--- config.mk ---
export PLATFORM = sky130hd
export DESIGN_NAME = sxm_ext_mii
export DESIGN_NICKNAME = d
export VERILOG_FILES = /design/src/hw/sxm_pkg.sv /design/src/hw/sxm_ext_mii.sv
export VERILOG_INCLUDE_DIRS = /design/src /design/src/hw
export SDC_FILE = /design/constraint.sdc
export NUM_CORES = 1
export LEC_CHECK = 0
export BUFFER_PORTS_ARGS = -buffer_cell sky130_fd_sc_hd__clkbuf_2
export CAP_MARGIN = 20
export CORE_UTILIZATION = 25
export CTS_BUF_LIST = sky130_fd_sc_hd__clkbuf_4 sky130_fd_sc_hd__clkbuf_8
export CTS_CLUSTER_SIZE = 24
export DETAILED_ROUTE_END_ITERATION = 6
export SLEW_MARGIN = 10
export SYNTH_ARGS = -nofsm -noshare
export SYNTH_HDL_FRONTEND = slang
export SYNTH_SLANG_ARGS = --single-unit
--- constraint.sdc ---
create_clock -name sys_clk -period 4.21 [get_ports sys_clk]
set_input_delay 0.421 -clock sys_clk [delete_from_list [all_inputs] [get_ports sys_clk]]
set_output_delay 0.421 -clock sys_clk [all_outputs]
set_load 0.005 [all_outputs]
--- src/hw/sxm_cfg.svh ---
`ifndef SXM_CFG_SVH
`define SXM_CFG_SVH
// ****************************************
// register map
// ****************************************
`define SXM_ADDR_CTRL 8'h00
`define SXM_ADDR_STATUS 8'h04
`define SXM_ADDR_COUNT 8'h08
`define SXM_ADDR_MSB 7
`define SXM_CTRL_HALF_A 0
`define SXM_CTRL_HALF_B 1
`define SXM_CTRL_RESET 2'h0
// ****************************************
// timing
// ****************************************
`define SXM_SYS_PERIOD_NS 8
`define SXM_LINK_PERIOD_NS 160
`define SXM_HALF_CYCLES ((`SXM_LINK_PERIOD_NS / 2) / `SXM_SYS_PERIOD_NS)
`define SXM_STRAP_WAIT 2'h3
// ****************************************
// synchroniser bit positions
// ****************************************
`define SXM_SYNC_W 22
`define SXM_S_EXT 0
`define SXM_S_ROLE 1
`define SXM_S_PAUSE 2
`define SXM_S_IFTYPE 3
`define SXM_S_ATXCLK 4
`define SXM_S_ATXNIB 5
`define SXM_S_ATXEN 9
`define SXM_S_ACOL 10
`define SXM_S_ARXDV 11
`define SXM_S_ARXNIB 12
`define SXM_S_ARXCLK 16
`define SXM_S_BTXNIB 17
`define SXM_S_BTXEN 21
`endif

--- src/hw/sxm_pkg.sv ---
package sxm_pkg;
	typedef enum logic [2:0] {
		SXM_OFF = 3'b001,
		SXM_PHY = 3'b010,
		SXM_MAC = 3'b100
	} sxm_mode_t;
	typedef logic [3:0] sxm_nibble_t;
endpackage : sxm_pkg

--- src/hw/sxm_ext_mii.sv ---
// Design decisions made here: the placing of the registers and the AHB-Lite register port.
`timescale 1ns/10ps
`include "sxm_cfg.svh"
// Operation
// pause strap 1 enables port A flow control
// role strap 1 MAC role, 0 PHY role
// role strap never changes port B behaviour
// management settings configure duplex of ports
// PHY role: drive tx clock, sample rising
// PHY role: tx data valid only with enable
// PHY role: collision only half duplex event
// PHY role: rx launched on tx clock falling
// PHY role: no clock on rx clock pin
// MAC role: tx clock is an input
// MAC role: drive tx on clock rising
// MAC role: collision is an input
// MAC role: accept rx only while valid
// MAC role: capture rx on rx clock rising
// port B PHY role, drives tx clock
// port B tx data valid only with enable
// port B collision only half duplex event
// port B rx clock out, launch falling
// external port strap 0 disables interface
// interface-type strap 1 disables nibble interface
// straps sampled once after reset release
// MAC role clocks crossed into system clock
module sxm_ext_mii import sxm_pkg::*; (
	input wire logic sys_clk, // system clock
	input wire logic reset_n, // async reset
	input wire logic hsel, // slave select
	input wire logic [31:0] haddr, // address
	input wire logic [1:0] htrans, // transfer type
	input wire logic hwrite, // write flag
	input wire logic [2:0] hsize, // transfer size
	input wire logic [31:0] hwdata, // write data
	input wire logic hready, // bus ready
	output logic hreadyout, // slave ready
	output logic [31:0] hrdata, // read data
	output logic hresp, // response
	input wire logic extPortEnableStrap, // external port strap
	input wire logic portARoleSelect, // role strap
	input wire logic portAPauseEnableStrap, // pause strap
	input wire logic interfaceTypeStrap, // interface type strap
	input wire logic portATxClockIn, // port A tx clock in
	output logic portATxClockOut, // port A tx clock out
	output logic portATxClockOe, // port A tx clock enable
	input wire sxm_nibble_t portATxNibbleIn, // port A tx data in
	output sxm_nibble_t portATxNibbleOut, // port A tx data out
	output logic portATxNibbleOe, // port A tx data enable
	input wire logic portATxEnableIn, // port A tx enable in
	output logic portATxEnableOut, // port A tx enable out
	output logic portATxEnableOe, // port A tx enable oe
	input wire logic portACollisionIn, // port A collision in
	output logic portACollisionOut, // port A collision out
	output logic portACollisionOe, // port A collision oe
	input wire logic portARxValidIn, // port A rx valid in
	output logic portARxValidOut, // port A rx valid out
	output logic portARxValidOe, // port A rx valid oe
	input wire sxm_nibble_t portARxNibbleIn, // port A rx data in
	output sxm_nibble_t portARxNibbleOut, // port A rx data out
	output logic portARxNibbleOe, // port A rx data oe
	input wire logic portARxClockIn, // port A rx clock in
	output logic portARxClockOut, // port A rx clock out
	output logic portARxClockOe, // port A rx clock oe
	output logic portBTxClock, // port B tx clock
	input wire sxm_nibble_t portBTxNibble, // port B tx data
	input wire logic portBTxEnable, // port B tx enable
	output logic portBCollision, // port B collision
	output logic portBRxValid, // port B rx valid
	output sxm_nibble_t portBRxNibble, // port B rx data
	output logic portBRxClock, // port B rx clock
	output logic portBOe, // port B outputs enable
	input wire logic portAColEvent, // switch port 4 collision
	input wire logic portBColEvent, // wan transceiver collision
	input wire sxm_nibble_t egrANibble, // switch to port A data
	input wire logic egrAValid, // switch to port A valid
	output logic egrAReady, // port A takes nibble
	input wire sxm_nibble_t egrBNibble, // switch to port B data
	input wire logic egrBValid, // switch to port B valid
	output logic egrBReady, // port B takes nibble
	output sxm_nibble_t ingANibble, // port A to switch data
	output logic ingAValid, // port A to switch valid
	output sxm_nibble_t ingBNibble, // port B to switch data
	output logic ingBValid, // port B to switch valid
	output logic portAColSeen, // MAC role collision in
	output logic portAPauseEnable // flow control to switch
);
	// ****************************************
	// functions
	// ****************************************
	function automatic logic [15:0] incr16(input logic [15:0] v);
		incr16 = v + 16'h0001;
	endfunction : incr16

	// ****************************************
	// pin synchronisers
	// ****************************************
	logic [`SXM_SYNC_W-1:0] pinRaw;
	logic [`SXM_SYNC_W-1:0] sync1_q;
	logic [`SXM_SYNC_W-1:0] sync2_q;
	assign pinRaw = {portBTxEnable, portBTxNibble, portARxClockIn, portARxNibbleIn, portARxValidIn,
		portACollisionIn, portATxEnableIn, portATxNibbleIn, portATxClockIn, interfaceTypeStrap,
		portAPauseEnableStrap, portARoleSelect, extPortEnableStrap};
	always_ff @(posedge sys_clk or negedge reset_n) begin
		if (!reset_n) begin
			sync1_q <= '0;
			sync2_q <= '0;
		end else begin
			sync1_q <= pinRaw;
			sync2_q <= sync1_q;
		end
	end

	// ****************************************
	// strap capture
	// ****************************************
	logic [1:0] strapCnt_q;
	logic latched_q;
	logic extEn_q;
	logic ifType_q;
	logic pause_q;
	sxm_mode_t mode_q;
	sxm_mode_t modeD;
	wire strapTake = !latched_q && (strapCnt_q == `SXM_STRAP_WAIT);
	assign modeD = (!sync2_q[`SXM_S_EXT] || sync2_q[`SXM_S_IFTYPE]) ? SXM_OFF :
		(sync2_q[`SXM_S_ROLE] ? SXM_MAC : SXM_PHY);
	always_ff @(posedge sys_clk or negedge reset_n) begin
		if (!reset_n) begin
			strapCnt_q <= '0;
			latched_q <= 1'b0;
			extEn_q <= 1'b0;
			ifType_q <= 1'b0;
			pause_q <= 1'b0;
			mode_q <= SXM_OFF;
		end else if (!latched_q) begin
			strapCnt_q <= strapCnt_q + 2'h1;
			if (strapTake) begin
				latched_q <= 1'b1;
				extEn_q <= sync2_q[`SXM_S_EXT];
				ifType_q <= sync2_q[`SXM_S_IFTYPE];
				pause_q <= sync2_q[`SXM_S_PAUSE];
				mode_q <= modeD;
			end
		end
	end
	wire active = (mode_q != SXM_OFF);
	logic isPhy;
	logic isMac;
	always_comb begin
		case (mode_q)
			SXM_PHY: begin
				isPhy = 1'b1;
				isMac = 1'b0;
			end
			SXM_MAC: begin
				isPhy = 1'b0;
				isMac = 1'b1;
			end
			default: begin
				isPhy = 1'b0;
				isMac = 1'b0;
			end
		endcase
	end
	assign portAPauseEnable = active && pause_q;

	// ****************************************
	// link clock divider
	// ****************************************
	logic [7:0] divCnt_q;
	logic linkClk_q;
	wire divEnd = (divCnt_q == 8'(`SXM_HALF_CYCLES - 1));
	wire riseEv = divEnd && !linkClk_q;
	wire fallEv = divEnd && linkClk_q;
	always_ff @(posedge sys_clk or negedge reset_n) begin
		if (!reset_n) begin
			divCnt_q <= '0;
			linkClk_q <= 1'b0;
		end else begin
			divCnt_q <= divEnd ? 8'h00 : divCnt_q + 8'h01;
			if (divEnd)
				linkClk_q <= !linkClk_q;
		end
	end

	// ****************************************
	// MAC role edge detection
	// ****************************************
	logic aTxClkPrev_q;
	logic aRxClkPrev_q;
	always_ff @(posedge sys_clk or negedge reset_n) begin
		if (!reset_n) begin
			aTxClkPrev_q <= 1'b0;
			aRxClkPrev_q <= 1'b0;
		end else begin
			aTxClkPrev_q <= sync2_q[`SXM_S_ATXCLK];
			aRxClkPrev_q <= sync2_q[`SXM_S_ARXCLK];
		end
	end
	wire macTxRise = sync2_q[`SXM_S_ATXCLK] && !aTxClkPrev_q;
	wire macRxRise = sync2_q[`SXM_S_ARXCLK] && !aRxClkPrev_q;

	// ****************************************
	// control and counters
	// ****************************************
	logic [1:0] ctrl_q;
	logic [15:0] cntA_q;
	logic [15:0] cntB_q;
	wire halfA = ctrl_q[`SXM_CTRL_HALF_A];
	wire halfB = ctrl_q[`SXM_CTRL_HALF_B];

	// ****************************************
	// port A datapath
	// ****************************************
	wire aEgrEv = active && (isPhy ? fallEv : macTxRise);
	wire aIngEv = isPhy ? riseEv : (isMac && macRxRise);
	wire aIngOk = isPhy ? sync2_q[`SXM_S_ATXEN] : sync2_q[`SXM_S_ARXDV];
	wire [3:0] aIngData = isPhy ? sync2_q[`SXM_S_ATXNIB +: 4] : sync2_q[`SXM_S_ARXNIB +: 4];
	logic [3:0] aEgrNib_q;
	logic aEgrVal_q;
	logic aCol_q;
	logic aColSeen_q;
	logic [3:0] aIngNib_q;
	logic aIngVal_q;
	assign egrAReady = aEgrEv;
	always_ff @(posedge sys_clk or negedge reset_n) begin
		if (!reset_n) begin
			aEgrNib_q <= '0;
			aEgrVal_q <= 1'b0;
			aCol_q <= 1'b0;
			aColSeen_q <= 1'b0;
			aIngNib_q <= '0;
			aIngVal_q <= 1'b0;
		end else begin
			if (aEgrEv) begin
				aEgrNib_q <= egrAValid ? egrANibble : 4'h0;
				aEgrVal_q <= egrAValid;
			end
			aCol_q <= isPhy && halfA && portAColEvent;
			aColSeen_q <= isMac && sync2_q[`SXM_S_ACOL];
			aIngVal_q <= aIngEv && aIngOk;
			if (aIngEv && aIngOk)
				aIngNib_q <= aIngData;
		end
	end
	assign portATxClockOut = linkClk_q;
	assign portATxClockOe = isPhy;
	assign portATxNibbleOut = aEgrNib_q;
	assign portATxNibbleOe = isMac;
	assign portATxEnableOut = aEgrVal_q;
	assign portATxEnableOe = isMac;
	assign portACollisionOut = aCol_q;
	assign portACollisionOe = isPhy;
	assign portARxValidOut = aEgrVal_q;
	assign portARxValidOe = isPhy;
	assign portARxNibbleOut = aEgrNib_q;
	assign portARxNibbleOe = isPhy;
	assign portARxClockOut = 1'b0;
	assign portARxClockOe = 1'b0;
	assign ingANibble = aIngNib_q;
	assign ingAValid = aIngVal_q;
	assign portAColSeen = aColSeen_q;

	// ****************************************
	// port B datapath, independent of role strap
	// ****************************************
	wire bOn = active;
	wire bIngOk = sync2_q[`SXM_S_BTXEN];
	logic [3:0] bEgrNib_q;
	logic bEgrVal_q;
	logic bCol_q;
	logic [3:0] bIngNib_q;
	logic bIngVal_q;
	assign egrBReady = bOn && fallEv;
	always_ff @(posedge sys_clk or negedge reset_n) begin
		if (!reset_n) begin
			bEgrNib_q <= '0;
			bEgrVal_q <= 1'b0;
			bCol_q <= 1'b0;
			bIngNib_q <= '0;
			bIngVal_q <= 1'b0;
		end else begin
			if (bOn && fallEv) begin
				bEgrNib_q <= egrBValid ? egrBNibble : 4'h0;
				bEgrVal_q <= egrBValid;
			end
			bCol_q <= bOn && halfB && portBColEvent;
			bIngVal_q <= bOn && riseEv && bIngOk;
			if (bOn && riseEv && bIngOk)
				bIngNib_q <= sync2_q[`SXM_S_BTXNIB +: 4];
		end
	end
	assign portBTxClock = linkClk_q;
	assign portBRxClock = linkClk_q;
	assign portBCollision = bCol_q;
	assign portBRxValid = bEgrVal_q;
	assign portBRxNibble = bEgrNib_q;
	assign portBOe = bOn;
	assign ingBNibble = bIngNib_q;
	assign ingBValid = bIngVal_q;

	// ****************************************
	// AHB-Lite slave
	// ****************************************
	logic wrPend_q;
	logic [`SXM_ADDR_MSB:0] wrAddr_q;
	logic [31:0] rdata_q;
	wire take = hsel && hready && htrans[1];
	wire [`SXM_ADDR_MSB:0] aAddr = haddr[`SXM_ADDR_MSB:0];
	wire [31:0] statusWord = {25'h000_0000, aColSeen_q, isMac, latched_q, ifType_q, pause_q, isMac, extEn_q};
	wire [31:0] rdMux = (aAddr == `SXM_ADDR_CTRL) ? {30'h0000_0000, ctrl_q} :
		(aAddr == `SXM_ADDR_STATUS) ? statusWord :
		(aAddr == `SXM_ADDR_COUNT) ? {cntB_q, cntA_q} : 32'h0000_0000;
	always_ff @(posedge sys_clk or negedge reset_n) begin
		if (!reset_n) begin
			wrPend_q <= 1'b0;
			wrAddr_q <= '0;
			rdata_q <= '0;
		end else begin
			wrPend_q <= take && hwrite;
			wrAddr_q <= aAddr;
			if (take && !hwrite)
				rdata_q <= rdMux;
		end
	end
	always_ff @(posedge sys_clk or negedge reset_n) begin
		if (!reset_n) begin
			ctrl_q <= `SXM_CTRL_RESET;
			cntA_q <= '0;
			cntB_q <= '0;
		end else begin
			if (wrPend_q && wrAddr_q == `SXM_ADDR_CTRL)
				ctrl_q <= hwdata[1:0];
			if (aIngVal_q)
				cntA_q <= incr16(cntA_q);
			if (bIngVal_q)
				cntB_q <= incr16(cntB_q);
		end
	end
	assign hreadyout = 1'b1;
	assign hresp = 1'b0;
	assign hrdata = rdata_q;

	// cycles since the link clock last toggled, counted apart from the divider
	logic [7:0] clkRun_q;
	logic clkSeen_q;
	always_ff @(posedge sys_clk or negedge reset_n) begin
		if (!reset_n) begin
			clkRun_q <= '0;
			clkSeen_q <= 1'b0;
		end else begin
			clkSeen_q <= linkClk_q;
			clkRun_q <= (clkSeen_q != linkClk_q) ? 8'h01 : clkRun_q + 8'h01;
		end
	end
endmodule : sxm_ext_mii

==> results.json <==
{
  "netlist_top_cells_count": "dfrtp_1 (161), nand2_1 (42), xnor2_1 (29)",
  "reg2reg_slack_ns": 1.97,
  "via_per_inst": 3.992,
  "cp.required_ns": 3.79,
  "power.density_mw_per_mm2": 406.0,
  "crit_end": "egrAReady",
  "syn_inst": 434,
  "synth_top_area_share_pct": 67.69,
  "drt-total-wl_um": 11590,
  "r2r-end": "portARxValidOut",
  "grt_pass1_vias": 3485,
  "synth_seq_cells": 162,
  "diodes": 0,
  "setup_viol": 0,
  "synth.area.top_cells": "dfrtp_1 (68%), xnor2_1 (4.3%), mux2_2 (3.6%)",
  "grt_overflow": 0,
  "netlist_area_mm2": 0.005952,
  "async_flop_share_pct": 100.0,
  "antenna_found_initial": 0,
  "period_needed_ns": 2.796,
  "period_share_pct": 66.42,
  "skew_ns": 0.01220,
  "startpoint": "mode_q[1]",
  "final_area_mm2": 0.007254,
  "placementRows": 56,
  "cts_tree": "built",
  "dieHeight_um": 156.3,
  "insertion_delay_ns": 0.45,
  "hold_buffers": 0,
  "synth-edff-count": 0,
  "place_area_mm2": 0.006852,
  "grt_pass1_wl_um": 18610,
  "yosysWarnings": 0,
  "dp_cells": 856,
  "path_buf_inv": 1,
  "crit_fanout": 11,
  "io_buffer_count": 122,
  "synth_area_leader_cell": "dfrtp_1",
  "min_path_type": "input port to async pin",
  "end_kind": "output pin",
  "cpLargestDelayFamily": "simple AND/OR/NAND/NOR gates",
  "grt_setup_unrepaired": "no",
  "yosysMostFrequentCell": "dfrtp_1",
  "drt_iter0_drc": 92,
  "die_area_mm2": 0.02443,
  "outcome": "finished, final reports clean",
  "cts-root-buf": "clkbuf_8",
  "crit_arrival_ns": 2.38,
  "place_congestion": 0.7328,
  "syn_area_per_cell_um2": 13.71,
  "crit_path_cell_trace": "nor3b_2, nand3_1, o21ai_2, clkbuf_2",
  "clock-sinks": 162,
  "core-area_mm2": 0.02340,
  "yosysSeqAreaShare_pct": 68.13,
  "clk_pin_slew_ns": 0.10,
  "dr.pass1.iters": 4,
  "reg2reg_depth": 4,
  "grt_use_total_pct": 10.13,
  "wl_per_cell_um": 13.05,
  "worstSetupPathType": "flip-flop to output pin",
  "drcViolationCount": 0,
  "timing.rr.start": "mode_q[1]",
  "boundaryPins": 185,
  "initial_core_util_pct": 25.43,
  "numCtsBuffers": 17,
  "dp_hpwl_um": 8051,
  "drv_slew": 0,
  "cap_violations": 0,
  "layout-drive-gt1-share_pct": 34.97,
  "ir_drop_v": 0.0001902,
  "htree_levels": 4,
  "ys.flop_type": "dfrtp_1",
  "finalPower_mw": 2.945,
  "postCtsSetupBuffers": 0,
  "max-slew-margin-rel_pct": 39.80,
  "synthToLayoutAreaGrowth_pct": 21.88,
  "ctsResizeCount": 0,
  "synth.distinct_cells": 40,
  "worstMarginPinSlew_ns": 0.9030,
  "ant_nets": 0,
  "grt_max_degree": 98,
  "start_kind": "flip-flop",
  "crit_cells": 4,
  "slowest_stage": "nor3b_2",
  "max_freq_mhz": 357.6,
  "layout.cells.non_filler": 888,
  "p_leak_nw": 3.534,
  "finalHoldViolCount": 0,
  "crit_path_max_incr_delay_ns": 0.69,
  "routed-via-count": 3545,
  "chipWidth_um": 156.3,
  "nets": 669,
  "tns_ns": 0,
  "cts_buffer_depth": 2
}
cells in the final DEF, fill, tap and decap left out, drive strengths merged:
master	count
and3b	1
a22o	26
nand3	13
clkinvlp	2
inv	19
clkbuf	139
nand2	42
bufinv	1
dfstp	1
nor2b	4
nor3	3
xnor2	29
nor3b	4
xor2	10
buf	5
nor2	12
o21ai	14
or3b	1
nor4	3
a22oi	5
and3	9
dfrtp	161
or2	2
nand4	10
and4b	1
clkinv	2
and2	4
a41oi	1
nand4b	2
nand2b	1
a21oi	2
and4	4
ha	5
mux2	19
or4	2
conb	4
mux2i	6
through the flow:
step | setup slack (ns) | hold WS, ns | utilization [%]
6_report | 1.414 | 0.04196 | 31.00
5_1_grt | 1.167 | 0.01705 | 31.00
4_1_cts | 1.280 | 0.03055 | 31.00
3_5_place_dp | 1.676 | 0.3347 | 29.28
3_3_place_gp | 1.681 | 0.3327 | 29.28
2_1_floorplan | 2.083 | 0.1254 | -
registers in the layout, indices dropped and copies added, names as in the netlist, 3 cells and up:
signal and flops:
portBRxNibble 4, ingANibble 4, cntB_q 16, divCnt_q 8, ingBNibble 4, mode_q 3, portARxNibbleOut 4, wrAddr_q 8
cntA_q 16, sync1_q 22, hrdata 32, sync2_q 22
power breakdown:
group,switching (mW),internal [mW]
combinational,0.0821,0.0714
sequential,0.0311,1.61
clock,0.641,0.507
worst min-delay path by stage:
stage                                  start           end  slack [ns]  cells after the start
after CTS                 portATxNibbleIn[2]    sync1_q[7]        0.03                      1
after floorplan                      reset_n  aRxClkPrev_q        0.13                      0
after global placement           sync1_q[10]   sync2_q[10]        0.33                      0
final                                reset_n      wrPend_q        0.04                      1
after detailed placement          sync1_q[0]    sync2_q[0]        0.33                      0
after global routing      portARxNibbleIn[3]   sync1_q[15]        0.02                      1
layer usage:
metal | global-route usage (%) | vias to the layer above | part of all wire, %
li1 | - | 1725 | -
met1 | 13.28 | 1727 | 47
met2 | 15.84 | 86 | 47
met3 | 3.379 | 7 | 5.6
met4 | 2.941 | 0 | 0.64
met5 | 0 | - | 0
cell type report:
class | count | area, um^2
Fill cell | 2429 | 16150
Clock inverter | 14 | 161.4
Multi-Input combinational cell | 239 | 1700
Tap cell | 319 | 399.1
Inverter | 10 | 37.54
Sequential cell | 162 | 4055
Clock buffer | 18 | 241.5
Timing Repair Buffer | 126 | 659.4
cells by family (layout without fill, tap and decap cells):
group,Yosys count,in the layout,share of synthesized area [%]
adder cells (fa/ha/maj),5,5,1.051
buffers and inverters,35,168,3.427
AND/OR/NAND/NOR,118,118,10.59
other,2,4,0.1262
flip-flops,162,162,68.13
XOR/XNOR,39,39,5.739
AO/OA/AOI/OAI,48,48,6.327
multiplexers,25,25,4.604
Power figures use the tool's default switching activity.
